[src/common/tds_pkg.sv]
// constants, types and register map of the transfer delay sequencer
package tds_pkg;
  // clock and one-second tick
  localparam int unsigned CLK_HZ      = 100_000_000;
  localparam int unsigned TICK_S      = 1;
  localparam int unsigned TICK_CYCLES = TICK_S * CLK_HZ;
  // delays in seconds or minutes
  localparam logic [11:0] DWELL_LONG_S = 12'h005;
  localparam logic [11:0] DWELL_ZERO_S = 12'h000;
  localparam logic [11:0] SHED_WAIT_S  = 12'h000;
  localparam logic [5:0]  COOL_S       = 6'h3C;
  localparam logic [11:0] MIN_TO_S     = 12'h03C;
  // register byte addresses
  localparam logic [3:0] ADR_CTRL   = 4'h0;
  localparam logic [3:0] ADR_STATUS = 4'h4;
  localparam logic [3:0] ADR_TIMER  = 4'h8;
  // control register layout, low 16 bits of the word
  typedef struct packed {
    logic [3:0] gst_sel;
    logic [3:0] retx_sel;
    logic [1:0] rsvd;
    logic       shed_en;
    logic       gen_mod;
    logic       ext_pwr;
    logic       ug_mode;
    logic       auto_ret;
    logic       dwell5;
  } tds_cfg_s;
  localparam logic [15:0] CTRL_RST = 16'h310E;
  // status and timer register field positions
  localparam int unsigned ST_N_OK  = 3;
  localparam int unsigned ST_A_OK  = 4;
  localparam int unsigned ST_POS_N = 5;
  localparam int unsigned ST_POS_A = 6;
  localparam int unsigned ST_GSTRT = 7;
  localparam int unsigned ST_GSTOP = 8;
  localparam int unsigned ST_SHED  = 9;
  localparam int unsigned ST_COOL  = 10;
  localparam int unsigned TM_COOL  = 16;
  // sequencer states
  typedef enum logic [2:0] {
    S_ON_N   = 3'b000,
    S_GSTART = 3'b001,
    S_WAIT_A = 3'b010,
    S_DWELLA = 3'b011,
    S_ON_A   = 3'b100,
    S_RETX   = 3'b101,
    S_DWELLN = 3'b110
  } tds_state_e;
endpackage

[src/core/tds_core.sv]
// transfer delay sequencer: switch timing, generator start/stop, load shed
//
// Design decisions made here: the address map and the Wishbone slave port.
`timescale 1ns/10ps
`default_nettype none
// What this block does
// - hold center-off for 0 or 5 s dwell
// - same dwell toward normal and alternate
// - auto-return waits re-transfer timer, watching sources
// - normal fails during timer: cancel return
// - alternate fails, normal good: return immediately
// - generator start waits selectable start delay
// - start delay only with external power/module
// - load-shed wait fixed zero seconds, both modes
// - drive load-shed output while on alternate
// - 60 s cool-down before generator stop
// - cool-down also runs after restart, U-G
// - cool-down gated by start-delay end or alternate
// - return to normal in auto-return mode, or when alternate fails
// - cool-down follows re-transfer to normal
module tds_core #(
  parameter int unsigned TICK_CYC = tds_pkg::TICK_CYCLES
) (
  // clock and reset
  input  wire logic        clk_i,
  input  wire logic        rst_i,
  // wishbone slave
  input  wire logic        cyc_i,
  input  wire logic        stb_i,
  input  wire logic        we_i,
  input  wire logic [3:0]  adr_i,
  input  wire logic [3:0]  sel_i,
  input  wire logic [31:0] dat_i,
  output logic      [31:0] dat_o,
  output logic             ack_o,
  // source sensors, asynchronous
  input  wire logic        n_ok_i,
  input  wire logic        a_ok_i,
  // actuator and contacts
  output logic             pos_n_o,
  output logic             pos_a_o,
  output logic             gen_start_o,
  output logic             gen_stop_o,
  output logic             load_shed_o
);
  // selector index to step value 0,1,2,3,5,10,20,30,60
  function automatic logic [11:0] step_val(input logic [3:0] idx);
    case (idx)
      4'h0: step_val = 12'h000;
      4'h1: step_val = 12'h001;
      4'h2: step_val = 12'h002;
      4'h3: step_val = 12'h003;
      4'h4: step_val = 12'h005;
      4'h5: step_val = 12'h00A;
      4'h6: step_val = 12'h014;
      4'h7: step_val = 12'h01E;
      default: step_val = 12'h03C;
    endcase
  endfunction

  // sensor synchronisers
  logic n_m_q, n_ok;
  logic a_m_q, a_ok;
  always_ff @(posedge clk_i) begin
    n_m_q <= n_ok_i;
    n_ok  <= n_m_q;
    a_m_q <= a_ok_i;
    a_ok  <= a_m_q;
  end

  // one-second tick; long period kept a parameter for simulation
  logic [31:0] div_q, div_d;
  logic        tick;
  logic        restart;
  always_comb begin
    tick  = (div_q == TICK_CYC - 1);
    // a state change restarts the second, so no delay is cut short by a part tick
    div_d = (tick || restart) ? 32'h0 : div_q + 32'h1;
  end
  always_ff @(posedge clk_i) begin
    if (rst_i) div_q <= 32'h0;
    else div_q <= div_d;
  end

  // wishbone registers
  tds_pkg::tds_cfg_s cfg_q, cfg_d;
  logic              ack_q, ack_d;
  logic [31:0]       rd_d, rd_q;
  logic [15:0]       wr;
  logic [31:0]       status, timer;
  logic              acc;
  always_comb begin
    acc = cyc_i && stb_i && !ack_q;
    wr  = cfg_q;
    if (sel_i[0]) wr[7:0] = dat_i[7:0];
    if (sel_i[1]) wr[15:8] = dat_i[15:8];
    wr[7:6] = 2'h0;
    cfg_d = cfg_q;
    rd_d  = 32'h0;
    ack_d = acc;
    if (adr_i == tds_pkg::ADR_CTRL) begin
      rd_d = {16'h0, cfg_q};
      // writes land on the edge at which the master sees ack
      if (cyc_i && stb_i && we_i && ack_q) cfg_d = wr;
    end else if (adr_i == tds_pkg::ADR_STATUS) begin
      rd_d = status;
    end else if (adr_i == tds_pkg::ADR_TIMER) begin
      rd_d = timer;
    end
  end
  always_ff @(posedge clk_i) begin
    if (rst_i) begin
      cfg_q <= tds_pkg::CTRL_RST;
      ack_q <= 1'b0;
      rd_q  <= 32'h0;
    end else begin
      cfg_q <= cfg_d;
      ack_q <= ack_d;
      rd_q  <= rd_d;
    end
  end
  assign ack_o = ack_q;
  assign dat_o = rd_q;

  // sequencer
  tds_pkg::tds_state_e st_q, st_d;
  logic [11:0] sec_q, sec_d;
  logic        gdone_q, gdone_d;
  logic        gst_q, gst_d;
  logic        gstop_q, gstop_d;
  logic        shed_q, shed_d;
  logic        crun_q, crun_d;
  logic [5:0]  cool_q, cool_d;
  logic [11:0] dwell_s, gst_s, retx_s;
  logic        expired;
  always_comb begin
    dwell_s = cfg_q.dwell5 ? tds_pkg::DWELL_LONG_S : tds_pkg::DWELL_ZERO_S;
    gst_s   = (cfg_q.ext_pwr || cfg_q.gen_mod) ? step_val(cfg_q.gst_sel) : 12'h000;
    retx_s  = 12'(step_val(cfg_q.retx_sel) * tds_pkg::MIN_TO_S);
    expired = (sec_q == 12'h000);
    st_d    = st_q;
    sec_d   = (tick && !expired) ? sec_q - 12'h001 : sec_q;
    gdone_d = gdone_q;
    gst_d   = gst_q;
    gstop_d = gstop_q;
    crun_d  = crun_q;
    cool_d  = cool_q;
    case (st_q)
      tds_pkg::S_ON_N: begin
        if (!n_ok) begin
          if (cfg_q.ug_mode) begin
            st_d    = tds_pkg::S_GSTART;
            sec_d   = gst_s;
            gdone_d = 1'b0;
            crun_d  = 1'b0;
          end else if (a_ok) begin
            st_d  = tds_pkg::S_DWELLA;
            sec_d = dwell_s;
          end
        end
      end
      tds_pkg::S_GSTART: begin
        if (n_ok) begin
          st_d = tds_pkg::S_ON_N;
        end else if (expired) begin
          st_d    = tds_pkg::S_WAIT_A;
          gst_d   = 1'b1;
          gstop_d = 1'b0;
          gdone_d = 1'b1;
        end
      end
      tds_pkg::S_WAIT_A: begin
        if (a_ok) begin
          st_d  = tds_pkg::S_DWELLA;
          sec_d = dwell_s;
        end else if (n_ok) begin
          st_d   = tds_pkg::S_ON_N;
          crun_d = cfg_q.ug_mode;
          cool_d = tds_pkg::COOL_S;
        end
      end
      tds_pkg::S_DWELLA: begin
        if (expired) st_d = tds_pkg::S_ON_A;
      end
      tds_pkg::S_ON_A: begin
        if (n_ok && cfg_q.auto_ret) begin
          st_d  = tds_pkg::S_RETX;
          sec_d = retx_s;
        end else if (n_ok && !a_ok) begin
          st_d  = tds_pkg::S_DWELLN;
          sec_d = dwell_s;
        end
      end
      tds_pkg::S_RETX: begin
        if (!n_ok) begin
          st_d = tds_pkg::S_ON_A;
        end else if (!a_ok || expired) begin
          st_d  = tds_pkg::S_DWELLN;
          sec_d = dwell_s;
        end
      end
      tds_pkg::S_DWELLN: begin
        if (expired) begin
          st_d   = tds_pkg::S_ON_N;
          crun_d = cfg_q.ug_mode && gst_q;
          cool_d = tds_pkg::COOL_S;
        end
      end
      default: st_d = tds_pkg::S_ON_N;
    endcase
    if (crun_q && st_d == tds_pkg::S_ON_N) begin
      if (!cfg_q.ug_mode) begin
        crun_d = 1'b0;
      end else if (tick && (gdone_q || a_ok)) begin
        if (cool_q == 6'h01 || cool_q == 6'h00) begin
          crun_d  = 1'b0;
          gst_d   = 1'b0;
          gstop_d = 1'b1;
        end
        cool_d = cool_q - 6'h01;
      end
    end
    // shed wait is zero seconds, so shedding follows the alternate at once
    shed_d = cfg_q.shed_en && (st_d == tds_pkg::S_ON_A || st_d == tds_pkg::S_RETX)
             && (tds_pkg::SHED_WAIT_S == 12'h000);
    restart = (st_d != st_q);
  end
  always_ff @(posedge clk_i) begin
    if (rst_i) begin
      st_q    <= tds_pkg::S_ON_N;
      sec_q   <= 12'h000;
      gdone_q <= 1'b0;
      gst_q   <= 1'b0;
      gstop_q <= 1'b0;
      shed_q  <= 1'b0;
      crun_q  <= tds_pkg::CTRL_RST[2];
      cool_q  <= tds_pkg::COOL_S;
    end else begin
      st_q    <= st_d;
      sec_q   <= sec_d;
      gdone_q <= gdone_d;
      gst_q   <= gst_d;
      gstop_q <= gstop_d;
      shed_q  <= shed_d;
      crun_q  <= crun_d;
      cool_q  <= cool_d;
    end
  end

  // actuator: both closed outputs low is the center-off position
  assign pos_n_o     = (st_q == tds_pkg::S_ON_N) || (st_q == tds_pkg::S_GSTART)
                       || (st_q == tds_pkg::S_WAIT_A);
  assign pos_a_o     = (st_q == tds_pkg::S_ON_A) || (st_q == tds_pkg::S_RETX);
  assign gen_start_o = gst_q;
  assign gen_stop_o  = gstop_q;
  assign load_shed_o = shed_q;

  always_comb begin
    status = 32'h0;
    status[2:0] = st_q;
    status[tds_pkg::ST_N_OK]  = n_ok;
    status[tds_pkg::ST_A_OK]  = a_ok;
    status[tds_pkg::ST_POS_N] = pos_n_o;
    status[tds_pkg::ST_POS_A] = pos_a_o;
    status[tds_pkg::ST_GSTRT] = gst_q;
    status[tds_pkg::ST_GSTOP] = gstop_q;
    status[tds_pkg::ST_SHED]  = shed_q;
    status[tds_pkg::ST_COOL]  = crun_q;
    timer = 32'h0;
    timer[11:0] = sec_q;
    timer[tds_pkg::TM_COOL +: 6] = cool_q;
  end

  // checks
  a_dwell_exit: assert property (@(posedge clk_i) disable iff (rst_i)
    (st_q == tds_pkg::S_DWELLA && sec_q == 12'h000) |=> st_q == tds_pkg::S_ON_A)
    else $error("dwell toward alternate did not end at zero");
  a_dwell_load: assert property (@(posedge clk_i) disable iff (rst_i)
    (st_q == tds_pkg::S_DWELLN && $past(st_q) != tds_pkg::S_DWELLN) |-> sec_q == dwell_s)
    else $error("dwell toward normal loaded a wrong time");
  a_retx_cancel: assert property (@(posedge clk_i) disable iff (rst_i)
    (st_q == tds_pkg::S_RETX && !n_ok) |=> st_q == tds_pkg::S_ON_A)
    else $error("return not cancelled on normal failure");
  a_retx_skip: assert property (@(posedge clk_i) disable iff (rst_i)
    (st_q == tds_pkg::S_RETX && n_ok && !a_ok) |=> st_q == tds_pkg::S_DWELLN)
    else $error("return not immediate on alternate failure");
  a_gen_wait: assert property (@(posedge clk_i) disable iff (rst_i)
    $rose(gen_start_o) |-> $past(st_q) == tds_pkg::S_GSTART && $past(sec_q) == 12'h000)
    else $error("generator started before its delay");
  a_no_return: assert property (@(posedge clk_i) disable iff (rst_i)
    (st_q == tds_pkg::S_ON_A && !cfg_q.auto_ret) |=> st_q != tds_pkg::S_RETX)
    else $error("return timer ran without auto return");
  a_shed_out: assert property (@(posedge clk_i) disable iff (rst_i)
    (st_q == tds_pkg::S_ON_A && cfg_q.shed_en)[*2] |-> load_shed_o)
    else $error("load shed not driven on alternate");
  a_cool_stop: assert property (@(posedge clk_i) disable iff (rst_i)
    $rose(gen_stop_o) |-> $past(crun_q) && $past(cool_q) <= 6'h01)
    else $error("generator stopped before cool-down end");
  a_gdone_gate: assert property (@(posedge clk_i) disable iff (rst_i)
    (crun_q && !gdone_q && !a_ok) |=> cool_q == $past(cool_q))
    else $error("cool-down counted before start delay end");
endmodule // tds_core
`default_nettype wire

[config.mk]
export PLATFORM = sky130hd
export DESIGN_NAME = tds_core
export DESIGN_NICKNAME = d
export VERILOG_FILES = /design/src/common/tds_pkg.sv /design/src/core/tds_core.sv
export SDC_FILE = /design/constraint.sdc
export NUM_CORES = 1
export LEC_CHECK = 0
export BUFFER_PORTS_ARGS = -buffer_cell sky130_fd_sc_hd__buf_2
export CAP_MARGIN = 10
export CORE_MARGIN = 2
export CORE_UTILIZATION = 35
export CTS_BUF_LIST = sky130_fd_sc_hd__clkbuf_8 sky130_fd_sc_hd__clkbuf_16
export CTS_CLUSTER_SIZE = 10
export DETAILED_ROUTE_END_ITERATION = 6
export PLACE_DENSITY = 0.57
export SYNTH_ARGS = -nofsm -noshare
export SYNTH_HDL_FRONTEND = slang
export SYNTH_SLANG_ARGS = --single-unit
[constraint.sdc]
create_clock -name clk_i -period 6.75 [get_ports clk_i]
set_clock_uncertainty 0.2 [all_clocks]
set_input_delay 1.0125 -clock clk_i [delete_from_list [all_inputs] [get_ports clk_i]]
set_output_delay 1.0125 -clock clk_i [all_outputs]
set_load 0.005 [all_outputs]
======== Word level (Yosys, flattened, before mapping) ========
Memories as Yosys holds them, arrays and structs flattened. A register that Yosys moved wholly into a read port is not among the register bits.
Cells that the tools add are included.
storage, ports and cells
  register bits after elaboration ......... 109
  bits in latches ......................... 0
  bits in writable memories ............... 0
  ROM bits ................................ 80
  input port bits ......................... 47
  output and inout port bits .............. 38
  logic and storage cells ................. 156
  memories ................................ 2
operators by class
  add/sub/neg operators ................... 3
  multipliers ............................. 1
  divide/modulo/power cells ............... 0
  $lt $le $gt $ge ......................... 0
  eq/ne operators ......................... 17
  shifts and indexed selects .............. 0
  muxes and demuxes ....................... 70
  bitwise operators ....................... 1
  reductions and logical operators ........ 36
memories
  memory            depth  width  read ports  clocked after memory_dff  wr ports  line            RTL
  (name not given)  8      5      1           1                         0         tds_core.sv:48  case (idx)
  (name not given)  8      5      1           1                         0         tds_core.sv:48
operators by type and width
  cell                     count
  $mux W12                 12
  $mux W3                  18
  $pmux W12 S4             1
  $mux W6                  6
  $add A32 B1 Y32 const B  1
  $eq A32 B27 Y1 const B   1
  $mux W16                 2
  $mux W1                  27
  $pmux W3 S7              1
  $eq A3 B3 Y1 const B     5
  $logic_not A12 Y1        1
  $mul A12 B4 Y10 const B  1
  $pmux W6 S2              1
  $sub A12 B1 Y12 const B  1
  $logic_and A1 B1 Y1      11
  $logic_or A1 B1 Y1       9
  $ne A2 B2 Y1 const B     4
  $eq A3 B2 Y1 const B     2
  $eq A6 B1 Y1 const B     1
  $logic_not A3 Y1         2
  $logic_not A6 Y1         1
  $reduce_and A3 Y1        2
  $sub A6 B1 Y6 const B    1
  $reduce_and A5 Y1        1
  13 further kinds         16

======== Logic depth before layout (Yosys ltp) ========
  word-level depth ........................ 8
  mapped depth ............................ 14

======== Worst setup path after synthesis ========
OpenSTA, ideal clock, no wires.
  path kind ............................... reg-to-reg
  from .................................... register cfg_q[11] (netlist name)
  to ...................................... register sec_q[10]
  library setup time ...................... 92 ps
  arrival time ............................ 2915 ps
  slack ................................... 3542 ps
  stages on the path, launching flop included .. 14
  path buffers ............................ 1
  period minus slack after synthesis ...... 3208 ps
  cell sequence ........................... dfxtp_1 > clkbuf_1 > or2_2 > ha_1 > inv_1 > fa_1 > inv_1 > ha_1 > nor2b_1 > o21ai_0 > a21boi_0 > o21a_1 > o21a_1 > o32ai_1
between the ends
  word-level cells in the longest chain between the ends .. 4
RTL lines
  what                    line             RTL
  start, declared         tds_core.sv:86   tds_pkg::tds_cfg_s cfg_q, cfg_d;
  start signal, assigned  tds_core.sv:113  cfg_q <= tds_pkg::CTRL_RST;
  start signal, assigned  tds_core.sv:117  cfg_q <= cfg_d;
  $mux W12                tds_core.sv:48
  $mul A12 B4 Y10         tds_core.sv:139  retx_s = 12'(step_val(cfg_q.retx_sel) * tds_pkg::MIN_TO_S);
  $mux W12                tds_core.sv:186  if (n_ok && cfg_q.auto_ret) begin
  $pmux W12 S4            tds_core.sv:148  case (st_q)
  end signal, assigned    tds_core.sv:231  sec_q <= 12'h000;
  end signal, assigned    tds_core.sv:240  sec_q <= sec_d;
  end, declared           tds_core.sv:127  logic [11:0] sec_q, sec_d;
No other way between the ends.
A chain may end at the register's enable or synchronous reset.

======== Worst setup path after layout ========
Ends and elaborated chain as after synthesis.

==> impl_metrics.csv <==
group,metric,value,unit
final_layout,final_common_cell,"dfxtp_1",
clock_tree,cts_tree,"yes",
status,status,"finished, final reports clean",
routing,wl,15150,µm
setup_path,reg2regPathDepth,11,
power_and_ir_drop,powerDensity,203.5,nW/µm²
setup_path,cpMaxStageDelayCell,"fa_1",
floorplanning,row_count,47,
routing,drtIter0Drc,364,
setup_path,r2r_slack,3.30,ns
timing,slew_violations,0,
synth,ys_types,71,
flow_run,max_cap_viol_count,0,
setup_path,cp-startpoint,"cfg_q[11]",
setup_path,path_class,"register to register",
final_layout,antenna_cells,0,
routing,dr.pass1.iters,6,
global_route,grt-ovfl-total,0,
synth,ys_warn_count,0,
timing,setup_viol,0,
synth,synth_area,5941,µm²
min_path,holdPathEnd,"n_ok",
timing,hold_viol,0,
timing,fin_crit_sh,0.5112,
setup_path,slowest_delay,0.54,ns
synth,synth_cells,695,
floorplanning,die_x,134.3,µm
setup_path,crit_arrival,3.51,ns
global_route,antenna_found_initial,0,
timing,min_period,3.451,ns
synth,avgSynthCellArea,8.548,µm²
min_path,holdCritStartpoint,"n_m_q",
power_and_ir_drop,peakVddDrop,0.1674,mV
clock_tree,hold_buffers,0,
final_layout,final_cell_mix,"dfxtp_1 (109), nor2_1 (54), buf_2 (54), nor3_1 (46), nand3_1 (40)",
clock_tree,cts_root_buf,"clkbuf_16",
synth,ys_ff_latch,109,
setup_path,crit_top_cell,"fa_1",
setup_path,required,6.81,ns
floorplanning,core_area,16580,µm²
setup_path,critPathBufInv,1,
routing,drt-vias-per-instance,5.448,
final_layout,seq_area,2182,µm²
global_route,track_usage,0.1697,
timing,finalSetupTns,0,ns
routing,wl_per_cell,15.90,µm
setup_path,worst-path-max-fanout,10,
setup_path,crit_path_cell_trace,"or2_2 > ha_1 > fa_1 > inv_1 > fa_1 > nor2b_1 > o21ai_0 > a21boi_0 > o21a_1 > nor3_1 > o32ai_1",
clock_tree,clock_latency,0.36,ns
placement,portBuffers,54,
global_route,grt_pass1_vias,4845,
synth,synthArstFlopShare,0,
final_layout,layout-drive-gt1-share,0.1405,
timing,maxSlewHeadroom,0.2296,
clock_tree,cts_num_sinks,109,
clock_tree,clockBufferDepth,2,
final_layout,final_util,0.3995,
routing,dr_total_vias,5192,
final_layout,final_area,6625,µm²
floorplanning,die_h,134.3,µm
clock_tree,htreeDepth,3,
synth,ys_seq_area_frac,0.3673,
routing,ant_nets,0,
placement,routabilityCongestion,0.8574,
min_path,holdPathStages,0,
floorplanning,ios,85,
setup_path,rr_endpoint,"sec_q[10]",
setup_path,path_delay_family,"adder cells",
clock_tree,post_cts_resized,0,
clock_tree,clk_pin_slew,0.08,ns
routing,drc,0,
synth,synth_edf_count,0,
min_path,hp-class,"register to register",
clock_tree,postCtsSetupRepairBufs,0,
global_route,grt_max_degree,56,
final_layout,nFillCells,1707,
final_layout,multi_input_area,3430,µm²
placement,hpwl,11050,µm
setup_path,reg2reg_from,"cfg_q[11]",
power_and_ir_drop,leakagePower,0.002637,µW
floorplanning,initial_core_util,0.3582,
final_layout,nNetsFinal,796,
synth,ys.flop_type,"dfxtp_1",
setup_path,start_kind,"register",
setup_path,crit_path_end_kind,"register",
timing,tightest_slew,1.153,ns
placement,place_area,6315,µm²
timing,rsz0062_at_grt,"false",
floorplanning,dieArea,18030,µm²
clock_tree,cts_buffers,9,
global_route,grt_pass1_wl,24580,µm
final_layout,syn_to_final_growth,11.52,%
timing,fmax,289.8,MHz
[layer usage]
layer  global-route usage  up-vias  wire length (µm)
met2               0.2809      162              7124
met5                    0        -                 0
met3              0.04006       20               916
li1                     -     2563                 -
met4              0.05497        0               285
met1               0.2182     2447              6827
[worst reg2reg max path, cell delays in order, from the launching register on]
cell and delay (ns):
dfxtp_1 0.41, or2_2 0.36, ha_1 0.35, fa_1 0.54, inv_1 0.07, fa_1 0.42
nor2b_1 0.12, o21ai_0 0.10, a21boi_0 0.30, o21a_1 0.17, nor3_1 0.05, o32ai_1 0.26
[per-stage QoR]
step | hold WS (ns) | power [µW] | setup slack (ns) | instances
finish | 0.1312 | 1348 | 3.299 | 953
floorplan | 0.1096 | 780.3 | 3.542 | 704
global route | 0.1407 | 1395 | 3.021 | 953
global placement | 0.1125 | 813.0 | 3.124 | 936
detailed placement | 0.1121 | 814.8 | 2.999 | 936
CTS | 0.1310 | 1358 | 2.987 | 952
[sequential cells by signal, summed over array words and instances (netlist names), named ones only]
name,count
gen_start_o,1
div_q,32
n_m_q,1
gen_stop_o,1
gdone_q,1
cool_q,6
sec_q,12
a_m_q,1
load_shed_o,1
st_q,3
n_ok,1
a_ok,1
ack_o,1
cfg_q,14
dat_o,22
crun_q,1
[kinds of logic (layout without fill, tap and decap cells)]
group,after synthesis,in the layout,synth area share
AND/OR/NAND/NOR,289,289,0.2696
buffers and inverters,80,109,0.06360
other,1,10,0.0006312
AO/OA/AOI/OAI,131,131,0.1512
multiplexers,16,16,0.02759
XOR/XNOR,48,48,0.07077
flip-flops,109,109,0.3673
adder cells (fa/ha/maj),21,21,0.04928
[how the worst max path moves through the flow]
| stage | depth (start not counted) | to | slack (ns) |
|---|---|---|---|
| 2_1_floorplan | 13 | sec_q[10] | 3.54 |
| 3_3_place_gp | 8 | div_q[1] | 3.12 |
| 3_5_place_dp | 8 | div_q[31] | 3.00 |
| 4_1_cts | 8 | div_q[1] | 2.99 |
| 5_1_grt | 11 | sec_q[10] | 3.02 |
| 6_report | 11 | sec_q[10] | 3.30 |
[cells in the mapped netlist, types with 4 or more instances]
| cell type | instances | area [µm²] |
|---|---|---|
| dfxtp_1 | 109 | 2182 |
| nor2_1 | 55 | 206.5 |
| nor3_1 | 46 | 230.2 |
| nand3_1 | 40 | 200.2 |
| inv_1 | 33 | 123.9 |
| nand2_1 | 31 | 116.4 |
| xor2_1 | 29 | 254.0 |
| o21ai_0 | 28 | 140.1 |
| clkbuf_1 | 26 | 97.59 |
| a21oi_1 | 24 | 120.1 |
| xnor2_1 | 19 | 166.4 |
| ha_1 | 17 | 212.7 |
| nor4_1 | 15 | 93.84 |
| a22oi_1 | 13 | 97.59 |
| mux2i_1 | 13 | 130.1 |
| and2_1 | 12 | 75.07 |
| buf_4 | 11 | 82.58 |
| and3_1 | 10 | 62.56 |
| or2_2 | 10 | 62.56 |
| or3_1 | 10 | 62.56 |
| nand2b_1 | 9 | 56.30 |
| a31oi_1 | 8 | 50.05 |
| nand4_1 | 8 | 50.05 |
| a21o_1 | 7 | 52.55 |
| and4_1 | 6 | 52.55 |
| nor2b_1 | 6 | 37.54 |
| nor3b_1 | 6 | 45.04 |
| a2111oi_0 | 5 | 43.79 |
| a211o_1 | 5 | 43.79 |
| a211oi_1 | 5 | 37.54 |
| nor4b_1 | 5 | 43.79 |
| o211ai_1 | 5 | 37.54 |
| buf_2 | 4 | 20.02 |
| buf_6 | 4 | 45.04 |
| fa_1 | 4 | 80.08 |
| nand3b_1 | 4 | 30.03 |
| o32ai_1 | 4 | 35.03 |
[cell type report]
cell class	instances	share of cell area
Sequential cell	109	0.3294
Inverter	34	0.01926
Clock inverter	7	0.01114
Clock buffer	9	0.03399
Multi-Input combinational cell	515	0.5177
Tap cell	220	0.04155
Timing Repair Buffer	59	0.04703
[report_power, final]
| group | total [µW] | internal [µW] | switching, µW |
|---|---|---|---|
| clock | 543 | 290 | 253 |
| combinational | 138 | 47.1 | 91.3 |
| sequential | 666 | 652 | 14.4 |
| total | 1350 | 989 | 359 |
Note: power is estimated with default switching activity, not from simulation.
